<file path="config.mk">
export PLATFORM = sky130hd
export DESIGN_NAME = lpc_counter
export DESIGN_NICKNAME = d
export VERILOG_FILES = /design/src/hdl/lpc_pkg.sv /design/src/hdl/lpc_counter.sv
export SDC_FILE = /design/constraint.sdc
export NUM_CORES = 1
export LEC_CHECK = 0
export CAP_MARGIN = 10
export CORE_MARGIN = 3
export CORE_UTILIZATION = 50
export CTS_CLUSTER_DIAMETER = 50
export DETAILED_ROUTE_END_ITERATION = 8
export DONT_BUFFER_PORTS = 1
export HOLD_SLACK_MARGIN = 0.1
export PLACE_DENSITY = 0.79
export SETUP_SLACK_MARGIN = 0.5
export SYNTH_ARGS = -nofsm -noshare
export SYNTH_HDL_FRONTEND = slang
export SYNTH_SLANG_ARGS = --single-unit
</file>
<file path="constraint.sdc">
create_clock -name mclk -period 3.12 [get_ports mclk]
set_input_delay 0.156 -clock mclk [delete_from_list [all_inputs] [get_ports mclk]]
set_output_delay 0.156 -clock mclk [all_outputs]
set_load 0.1 [all_outputs]
</file>
<file path="src/hdl/lpc_pkg.sv">
/*
 * Shared constants and carrier types of the low-power counter with its
 * periodic interval timer. Assumes a single 100 MHz system clock domain.
 */
package lpc_pkg;
   localparam int CNT_W        = 16;              // Counter width
   localparam int PRESC_W      = 15;              // Prescaler width
   localparam int ULP_DIV_W    = 5;               // Divide-by-32 stage width
   localparam int PIT_EV_N     = 8;               // Number of interval event lines
   localparam int PIT_EV_TOP   = 13;              // Log2 of slowest event interval
   localparam logic [3:0] PIT_PER_MAX = 4'hE;     // Largest valid interrupt period code
   // Reference clock source codes
   localparam logic [1:0] SRC_XTAL  = 2'h0;       // Crystal oscillator
   localparam logic [1:0] SRC_EXT   = 2'h1;       // External clock input
   localparam logic [1:0] SRC_ULP   = 2'h2;       // Ultra-low-power oscillator
   localparam logic [1:0] SRC_ULP32 = 2'h3;       // Same oscillator divided by 32
   // Reset values
   localparam logic [15:0] CNT_RST = 16'h0000;    // Counter
   localparam logic [15:0] CMP_RST = 16'h0000;    // Compare value
   localparam logic [15:0] PER_RST = 16'hFFFF;    // Period value

   // Counter control word
   typedef struct packed {
      logic       runStdby;                       // Keep counting in standby
      logic [3:0] presc;                          // Divide by 2^presc
      logic       enable;                         // Counter enable
   } lpc_ctrl_t;

   // Periodic timer control word
   typedef struct packed {
      logic [3:0] period;                         // Interrupt every 2^(period+1)
      logic       enable;                         // Timer enable
   } lpc_pit_ctrl_t;

   // Interrupt flags, also used for enables and clear masks
   typedef struct packed {
      logic periodic_interval_timer;                                  // Periodic interval
      logic cmp;                                  // Compare match
      logic ovf;                                  // Overflow
   } lpc_flags_t;
endpackage

</file>
<file path="src/hdl/lpc_counter.sv">
/*
 * Low-power counter with periodic interval timer: clock source select,
 * prescaler, 16-bit counter with compare and period, interval timer,
 * interrupt flags, events and wake-up request.
 * Assumes slow reference clocks arrive as plain inputs synchronous to mclk
 * and that mclk is much faster than any of them.
 */
// Notes on behaviour
// - 16-bit counter advances once per prescaled tick
// - Reference picked from crystal, external, ULP, ULP/32
// - 15-bit prescaler divides reference before counter
// - Counter compared to compare and period continuously
// - Compare match signalled on count after equality
// - Overflow on count after period, counter wraps zero
// - Compare and overflow each independently interrupt/event
// - Counter runs in idle, in standby only with runStdby; timer runs in both; wake request raised from sleep
// - Periodic timer enabled independently of counter
// - Timer interrupt every 2^k periods, 4..32768
// - Timer events at 64..8192 periods, one line each
// - Timer uses same selected reference clock
// - Request asserted while flag and enable set
// - Counter enable bit starts and stops counting
// - Busy flags while writes cross to slow domain
// - Debug halt stops both unless debug-run set
`timescale 1ns/1ns
module lpc_counter (
   input  wire logic                  mclk,
   input  wire logic                  rst,
   input  wire logic                  refXtal,
   input  wire logic                  refExt,
   input  wire logic                  refUlp,
   input  wire logic [1:0]            clkSel,
   input  wire logic                  ctrlWr,
   input  wire lpc_pkg::lpc_ctrl_t    ctrlData,
   input  wire logic                  cmpWr,
   input  wire logic [15:0]           cmpData,
   input  wire logic                  perWr,
   input  wire logic [15:0]           perData,
   input  wire logic                  cntWr,
   input  wire logic [15:0]           cntData,
   input  wire logic                  pitWr,
   input  wire lpc_pkg::lpc_pit_ctrl_t pitData,
   input  wire lpc_pkg::lpc_flags_t   intEn,
   input  wire logic                  evEnCmp,
   input  wire logic                  evEnOvf,
   input  wire logic                  flagClrWr,
   input  wire lpc_pkg::lpc_flags_t   flagClr,
   input  wire logic                  sleepIdle,
   input  wire logic                  sleepStandby,
   input  wire logic                  dbgHalt,
   input  wire logic                  debug_run_bit,
   output logic [15:0]                count,
   output lpc_pkg::lpc_flags_t        flags,
   output logic                       irqCounter,
   output logic                       irqPit,
   output logic                       evCmp,
   output logic                       evOvf,
   output logic [7:0]                 pitEvents,
   output logic                       wakeReq,
   output logic                       ctrlBusy,
   output logic                       compare_sync_busy,
   output logic                       period_sync_busy,
   output logic                       count_sync_busy,
   output logic                       pitBusy
);
   // Mask of the low n bits of a prescaler or timer count
   function automatic logic [14:0] lowMask(input logic [3:0] n);
      lowMask = 15'((32'h1 << n) - 32'h1);
   endfunction

   // Reference clock path state
   logic                   ulpPrev_q, ulpPrev_d;        // Last ULP level
   logic [4:0]             ulpDiv_q, ulpDiv_d;          // Divide-by-32 stage
   logic                   refPrev_q, refPrev_d;        // Last selected level
   logic                   refSel;                      // Selected reference
   logic                   refTick;                     // One mclk per slow edge

   // Clock select and rising-edge tick
   always_comb begin
      ulpPrev_d = refUlp;
      ulpDiv_d  = ulpDiv_q + 5'((refUlp && !ulpPrev_q) ? 1 : 0);
      case (clkSel)
         lpc_pkg::SRC_XTAL: refSel = refXtal;
         lpc_pkg::SRC_EXT:  refSel = refExt;
         lpc_pkg::SRC_ULP:  refSel = refUlp;
         default:           refSel = ulpDiv_q[lpc_pkg::ULP_DIV_W-1];
      endcase
      refPrev_d = refSel;
      refTick   = refSel && !refPrev_q;                // Each level must span an mclk
   end

   always_ff @(posedge mclk) begin
      if (rst) begin
         ulpPrev_q <= 1'b0;
         ulpDiv_q  <= 5'h0;
         refPrev_q <= 1'b0;
      end else begin
         ulpPrev_q <= ulpPrev_d;
         ulpDiv_q  <= ulpDiv_d;
         refPrev_q <= refPrev_d;
      end
   end

   // Slow-domain registers and their pending shadows
   lpc_pkg::lpc_ctrl_t     ctrl_q, ctrl_d, ctrlSh_q, ctrlSh_d;
   lpc_pkg::lpc_pit_ctrl_t pit_q, pit_d, pitSh_q, pitSh_d;
   logic [15:0]            cmp_q, cmp_d, cmpSh_q, cmpSh_d;
   logic [15:0]            per_q, per_d, perSh_q, perSh_d;
   logic [15:0]            cnt_q, cnt_d, cntSh_q, cntSh_d;
   logic [4:0]             pend_q, pend_d;              // ctrl,cmp,per,cnt,pit
   logic [14:0]            presc_q, presc_d;            // Prescaler count
   logic [14:0]            pitCnt_q, pitCnt_d;          // Interval timer count
   logic                   halted;                      // Debug halt in force
   logic                   rtcRun;                      // Counter may advance
   logic                   prescTick;                   // Counter tick
   logic                   pitTick;                     // Timer tick
   logic                   cmpHit, ovfHit;              // Events of this tick
   logic                   pitHit;                      // Timer interrupt event
   logic [7:0]             pitEvHit;                    // Timer event lines

   // Counter, prescaler, timer and write crossing
   always_comb begin
      halted    = dbgHalt && !debug_run_bit;
      // Standby stops counting unless asked; idle keeps it going
      rtcRun    = ctrl_q.enable && !halted && !(sleepStandby && !ctrl_q.runStdby);
      prescTick = refTick && rtcRun &&
                  ((presc_q & lowMask(ctrl_q.presc)) == lowMask(ctrl_q.presc));
      pitTick   = refTick && pit_q.enable && !halted;
      cmpHit    = prescTick && (cnt_q == cmp_q);
      ovfHit    = prescTick && (cnt_q == per_q);
      pitHit    = pitTick && (pit_q.period != 4'h0) && (pit_q.period <= lpc_pkg::PIT_PER_MAX)
                  && ((pitCnt_q & lowMask(pit_q.period + 4'h1)) ==
                      lowMask(pit_q.period + 4'h1));
      for (int k = 0; k < lpc_pkg::PIT_EV_N; k++) begin
         pitEvHit[k] = pitTick && ((pitCnt_q & lowMask(4'(lpc_pkg::PIT_EV_TOP - k))) ==
                                   lowMask(4'(lpc_pkg::PIT_EV_TOP - k)));
      end
      presc_d  = (refTick && rtcRun) ? presc_q + 15'h1 : presc_q;
      pitCnt_d = pitTick ? pitCnt_q + 15'h1 : (pit_q.enable ? pitCnt_q : 15'h0);
      cnt_d    = cnt_q;
      if (ovfHit) begin
         cnt_d = lpc_pkg::CNT_RST;
      end else if (prescTick) begin
         cnt_d = cnt_q + 16'h1;
      end
      ctrl_d = ctrl_q;
      cmp_d  = cmp_q;
      per_d  = per_q;
      pit_d  = pit_q;
      pend_d = pend_q;
      // Pending writes land on the next slow edge, then busy drops
      if (refTick) begin
         if (pend_q[4]) ctrl_d = ctrlSh_q;
         if (pend_q[3]) cmp_d  = cmpSh_q;
         if (pend_q[2]) per_d  = perSh_q;
         if (pend_q[1]) cnt_d  = cntSh_q;
         if (pend_q[0]) pit_d  = pitSh_q;
         pend_d = 5'h0;
      end
      // A new write is only taken while its register is idle
      ctrlSh_d = ctrlSh_q;
      cmpSh_d  = cmpSh_q;
      perSh_d  = perSh_q;
      cntSh_d  = cntSh_q;
      pitSh_d  = pitSh_q;
      if (ctrlWr && !pend_q[4]) begin ctrlSh_d = ctrlData; pend_d[4] = 1'b1; end
      if (cmpWr && !pend_q[3])  begin cmpSh_d = cmpData;   pend_d[3] = 1'b1; end
      if (perWr && !pend_q[2])  begin perSh_d = perData;   pend_d[2] = 1'b1; end
      if (cntWr && !pend_q[1])  begin cntSh_d = cntData;   pend_d[1] = 1'b1; end
      if (pitWr && !pend_q[0])  begin pitSh_d = pitData;   pend_d[0] = 1'b1; end
   end

   always_ff @(posedge mclk) begin
      if (rst) begin
         ctrl_q   <= '0;
         ctrlSh_q <= '0;
         pit_q    <= '0;
         pitSh_q  <= '0;
         cmp_q    <= lpc_pkg::CMP_RST;
         cmpSh_q  <= lpc_pkg::CMP_RST;
         per_q    <= lpc_pkg::PER_RST;
         perSh_q  <= lpc_pkg::PER_RST;
         cnt_q    <= lpc_pkg::CNT_RST;
         cntSh_q  <= lpc_pkg::CNT_RST;
         pend_q   <= 5'h0;
         presc_q  <= 15'h0;
         pitCnt_q <= 15'h0;
      end else begin
         ctrl_q   <= ctrl_d;
         ctrlSh_q <= ctrlSh_d;
         pit_q    <= pit_d;
         pitSh_q  <= pitSh_d;
         cmp_q    <= cmp_d;
         cmpSh_q  <= cmpSh_d;
         per_q    <= per_d;
         perSh_q  <= perSh_d;
         cnt_q    <= cnt_d;
         cntSh_q  <= cntSh_d;
         pend_q   <= pend_d;
         presc_q  <= presc_d;
         pitCnt_q <= pitCnt_d;
      end
   end

   // Flags, events and requests
   lpc_pkg::lpc_flags_t    flags_q, flags_d;            // Sticky flags
   lpc_pkg::lpc_flags_t    setV;                        // Set vector
   logic                   evCmp_q, evCmp_d;            // Compare event pulse
   logic                   evOvf_q, evOvf_d;            // Overflow event pulse
   logic [7:0]             pitEv_q, pitEv_d;            // Timer event pulses

   always_comb begin
      setV     = '{periodic_interval_timer: pitHit, cmp: cmpHit, ovf: ovfHit};
      // Set wins over a clear in the same cycle
      flags_d  = (flags_q & ~(flagClrWr ? flagClr : '0)) | setV;
      evCmp_d  = cmpHit && evEnCmp;
      evOvf_d  = ovfHit && evEnOvf;
      pitEv_d  = pitEvHit;
   end

   always_ff @(posedge mclk) begin
      if (rst) begin
         flags_q <= '0;
         evCmp_q <= 1'b0;
         evOvf_q <= 1'b0;
         pitEv_q <= 8'h00;
      end else begin
         flags_q <= flags_d;
         evCmp_q <= evCmp_d;
         evOvf_q <= evOvf_d;
         pitEv_q <= pitEv_d;
      end
   end

   assign count      = cnt_q;
   assign flags      = flags_q;
   assign irqCounter = (flags_q.cmp && intEn.cmp) || (flags_q.ovf && intEn.ovf);
   assign irqPit     = flags_q.periodic_interval_timer && intEn.periodic_interval_timer;
   assign wakeReq    = (irqCounter || irqPit) && (sleepIdle || sleepStandby);
   assign evCmp      = evCmp_q;
   assign evOvf      = evOvf_q;
   assign pitEvents  = pitEv_q;
   assign ctrlBusy   = pend_q[4];
   assign compare_sync_busy    = pend_q[3];
   assign period_sync_busy    = pend_q[2];
   assign count_sync_busy    = pend_q[1];
   assign pitBusy    = pend_q[0];

   // Checks
   property p_wrap; @(posedge mclk) disable iff (rst)
      (prescTick && cnt_q == per_q && !pend_q[1]) |=> (cnt_q == 16'h0) && evOvf == $past(evEnOvf);
   endproperty
   a_wrap: assert property (p_wrap) else $error("no wrap at period");
   property p_cmpFlag; @(posedge mclk) disable iff (rst)
      cmpHit |=> flags_q.cmp;
   endproperty
   a_cmpFlag: assert property (p_cmpFlag) else $error("compare flag missing");
   property p_irq; @(posedge mclk) disable iff (rst)
      ((flags_q.ovf && intEn.ovf) |-> irqCounter) and
      ((irqCounter && !flagClrWr) ##1 (intEn == $past(intEn)) |-> irqCounter);
   endproperty
   a_irq: assert property (p_irq) else $error("request not raised");
   property p_clear; @(posedge mclk) disable iff (rst)
      (flagClrWr && flagClr.periodic_interval_timer && !pitHit) |=> !flags_q.periodic_interval_timer;
   endproperty
   a_clear: assert property (p_clear) else $error("flag not cleared");
   property p_count; @(posedge mclk) disable iff (rst)
      (prescTick && cnt_q != per_q && !(refTick && pend_q[1])) |=> cnt_q == $past(cnt_q) + 16'h1;
   endproperty
   a_count: assert property (p_count) else $error("count step wrong");
   property p_stop; @(posedge mclk) disable iff (rst)
      (!ctrl_q.enable && !pend_q[1]) |=> $stable(cnt_q);
   endproperty
   a_stop: assert property (p_stop) else $error("disabled counter moved");
   property p_busy; @(posedge mclk) disable iff (rst)
      (cmpWr && !compare_sync_busy) |=> compare_sync_busy;
   endproperty
   a_busy: assert property (p_busy) else $error("busy not shown");
   property p_dbg; @(posedge mclk) disable iff (rst)
      (dbgHalt && !debug_run_bit) |-> !prescTick && !pitTick;
   endproperty
   a_dbg: assert property (p_dbg) else $error("ran while halted");
   property p_wake; @(posedge mclk) disable iff (rst)
      (irqPit && sleepStandby) |-> wakeReq;
   endproperty
   a_wake: assert property (p_wake) else $error("no wake request");
   c_ovf:  cover property (@(posedge mclk) disable iff (rst) evOvf);
   c_cmp:  cover property (@(posedge mclk) disable iff (rst) irqCounter && flags_q.cmp);
   c_pit:  cover property (@(posedge mclk) disable iff (rst) irqPit);
   c_busy: cover property (@(posedge mclk) disable iff (rst) count_sync_busy ##1 !count_sync_busy);
endmodule

</file>
==> metrics <==
slew at the pin with the worst max-slew slack 1.07 ns; topmost layer with routed signal wires met4; total length of routed met3 wires about 1500 um; first-pass GRT wire length roughly 32000 um; Total Wirelength 20500 um; routed length on met2 9510 um; number of distinct library cell variants in the gate-level netlist after synthesis between 60 and 70; Setup Viol. Count Final 0; fraction of synthesized cell area in xor and xnor cells around 7.7%; most common library cell in the layout ignoring fill and taps nand2_1; area of the die ~17000 um2; depth of the worst register-to-register path 9; launching element type of the critical path flip-flop; layout overhead on the synthesized area 24.5%; Post-Route Skew ~0.011 ns; clock latency reported for the late side of the worst-skew pair 0.43 ns; H-tree level count 4; final non-filler cell area about 10000 um2; maximum resistive drop on vdd 0.417 mV; leakage power summed over all cells between 3 and 4 nW; Synth Instances between 900 and 1000; worst setup path class reg -> reg; share of the yosys chip area belonging to registers 44.3%; simple-gate share of the synthesized area roughly 26%; total of warnings raised by yosys 0; total nets after synthesis 1047; clock period minus final worst setup slack between 2 and 3 ns; number of pins exceeding their max-slew limit in the final report 0; count of routing violations after the opening detailed-route iteration ~520; Worst Hold Depth 3; initial core utilization between 50% and 60%; number of antenna violations at the first check in global routing 0; Power Dens Cells ~500 nW/um2; clock tree from TritonCTS built; final number of hold-violating endpoints 0; Hold/Removal Path Class in -> reg; Register Area 3470 um2; final core area utilization a little under two thirds; post-CTS clock slew at the launch and capture registers of the worst setup and hold paths 0.07 ns; clock root buffer clkbuf_16; pin count of the biggest net entering global routing around 140; die boundary width about 130 um; Core Area between 15000 and 20000 um2; aggregate negative setup slack 0 ns; GRT Residual Overflow 0; Cell Area, Synth 7820 um2; average wire per standard cell ~16 um; ratio of cells with drive above 1 in the final layout about 12%; post-route DRC violation count 0; number of buffers inserted during clock tree synthesis 17; main combinational cell family by area after synthesis simple AND/OR/NAND/NOR gates; largest fanout on the critical path 6; detailed placer's ending HPWL ~13000 um; total chip power 0.00487 W; compound-gate portion of the synthesized area between 10 and 15%; Detail Route Antenna Nets 0; max-cap viol count 0; crit path capture type flip-flop; unrepaired setup endpoints after global routing true; number of synthesized register bits between 150 and 200; antenna cells 0; most common flop cell mapped by yosys dfxtp_1; Cell Area, Placed 8160 um2; Synth Area in Adders 2.21%; first drt pass iteration count 5; clk buf depth 2; arrival time at the worst endpoint roughly 2.9 ns; TritonCTS sink count 173; routed length on met1 roughly 9000 um; nets approximately 1100; # port buffers 0; final cycle utilization of the critical path 83.6%; top library cells by usage in the layout, fill and taps aside 185 x nand2_1, 168 x dfxtp_1, 80 x a21oi_1; standard-cell rows 45; achievable frequency around 380 MHz; average instance area after synthesis a little over 8 um2; status finished clean; io pins between 100 and 150; RD Place Congestion about 0.95; ratio of routed vias to standard cells roughly 5.6; height of the die between 100 and 150 um; data required time of the critical path between 3 and 4 ns; total area of multi-input combinational cells between 4000 and 5000 um2; mux share of post-synthesis cell area ~1.7%; gr usage total between 20% and 30%; FILL cells between 1000 and 1500; fraction of registers with async set/reset 0%; EDFF count, synth 0; headroom to the max-slew limit roughly 29%; via count of the first global-routing pass 6531; overall via count from detail_route about 7000; final-layout worst hold slack ~0.13 ns
## layer usage
metal	GRT usage, %	up-vias
met1	31.0	3263
met2	37.2	264
met3	6.79	44
met5	0	-
met4	8.11	0
li1	-	3408
## cell usage after synthesis, types with 17 or more instances
cell type / count / area share, %
xnor2_1: 32 / 3.6
a21oi_1: 82 / 5.2
a211o_1: 18 / 2.0
nor2b_1: 27 / 2.2
nand2_1: 187 / 9.0
clkbuf_1: 56 / 2.7
nand3_1: 45 / 2.9
nand3b_1: 17 / 1.6
xor2_1: 37 / 4.1
nor2_1: 57 / 2.7
dfxtp_1: 173 / 44
nor3_1: 18 / 1.2
nand4_1: 17 / 1.4
o21ai_0: 27 / 1.7
## cell families after synthesis
logic type / Yosys count
compound gates: 174
buf+inv: 81
xor+xnor: 69
flops: 173
mux: 12
fa+ha+maj: 14
simple gates: 427
## worst max-delay path: stages, from the launching register on
cell,delay (ns)
dfxtp_4,0.36
or4_4,0.54
ha_4,0.21
nor2b_4,0.14
o21ai_1,0.14
o311a_1,0.23
nand4_4,0.14
or2_4,0.31
o31a_1,0.29
a2bb2oi_1,0.14
## final cells by class
| cell class | instances | share of cell area (%) |
|---|---|---|
| inverter | 14 | 0.540 |
| timing repair buffer | 119 | 11.2 |
| clock inverter | 11 | 0.990 |
| multi-input combinational | 697 | 44.1 |
| clock buffer | 21 | 4.73 |
| tap | 211 | 2.71 |
| sequential | 173 | 35.7 |
## stage by stage
step	worst slack, ns	instances
floorplan	0.321	950
global placement	0.134	1137
detailed placement	0.0425	1137
CTS	0.492	1243
global route	0.385	1246
finish	0.512	1246
## timing repair
item / in CTS / in global routing
buffers inserted: 4 / 3
hold buffers: 69 / 0
gates cloned: 1 / 0
endpoints found under the setup margin: 20 / 19
pin swaps: 8 / 18
endpoints found under the hold margin: 135 / 0
resized for setup: 19 / 32
## registers in the layout, indices dropped and copies added, names as in the netlist, 6 cells and up
| register | count |
|---|---|
| pitEvents | 8 |
| pitCnt_q | 15 |
| ctrl_q | 6 |
| cntSh_q | 16 |
| ctrlSh_q | 6 |
| count | 16 |
| presc_q | 15 |
| per_q | 16 |
| perSh_q | 16 |
| cmpSh_q | 16 |
| cmp_q | 16 |
## path summary, 6_finish.rpt
kind | startpoint | endpoint | slack, ns
setup / recovery | ctrl_q[1]$_SDFFE_PP0P_ | count[9]$_SDFF_PP0_ | 0.51
hold / removal | refUlp | ulpDiv_q[0]$_SDFF_PP0_ | 0.13
setup reg to reg | ctrl_q[1]$_SDFFE_PP0P_ | count[9]$_SDFF_PP0_ | 0.51
hold reg to reg | cmpSh_q[11]$_SDFFE_PP0P_ | cmpSh_q[11]$_SDFFE_PP0P_ | 0.46
## power breakdown
part | switching, W | internal (W)
Sequential | 0.0000569 | 0.00229
Combinational | 0.000312 | 0.000215
Clock | 0.000913 | 0.00108
Power figures use the tool's default switching activity.
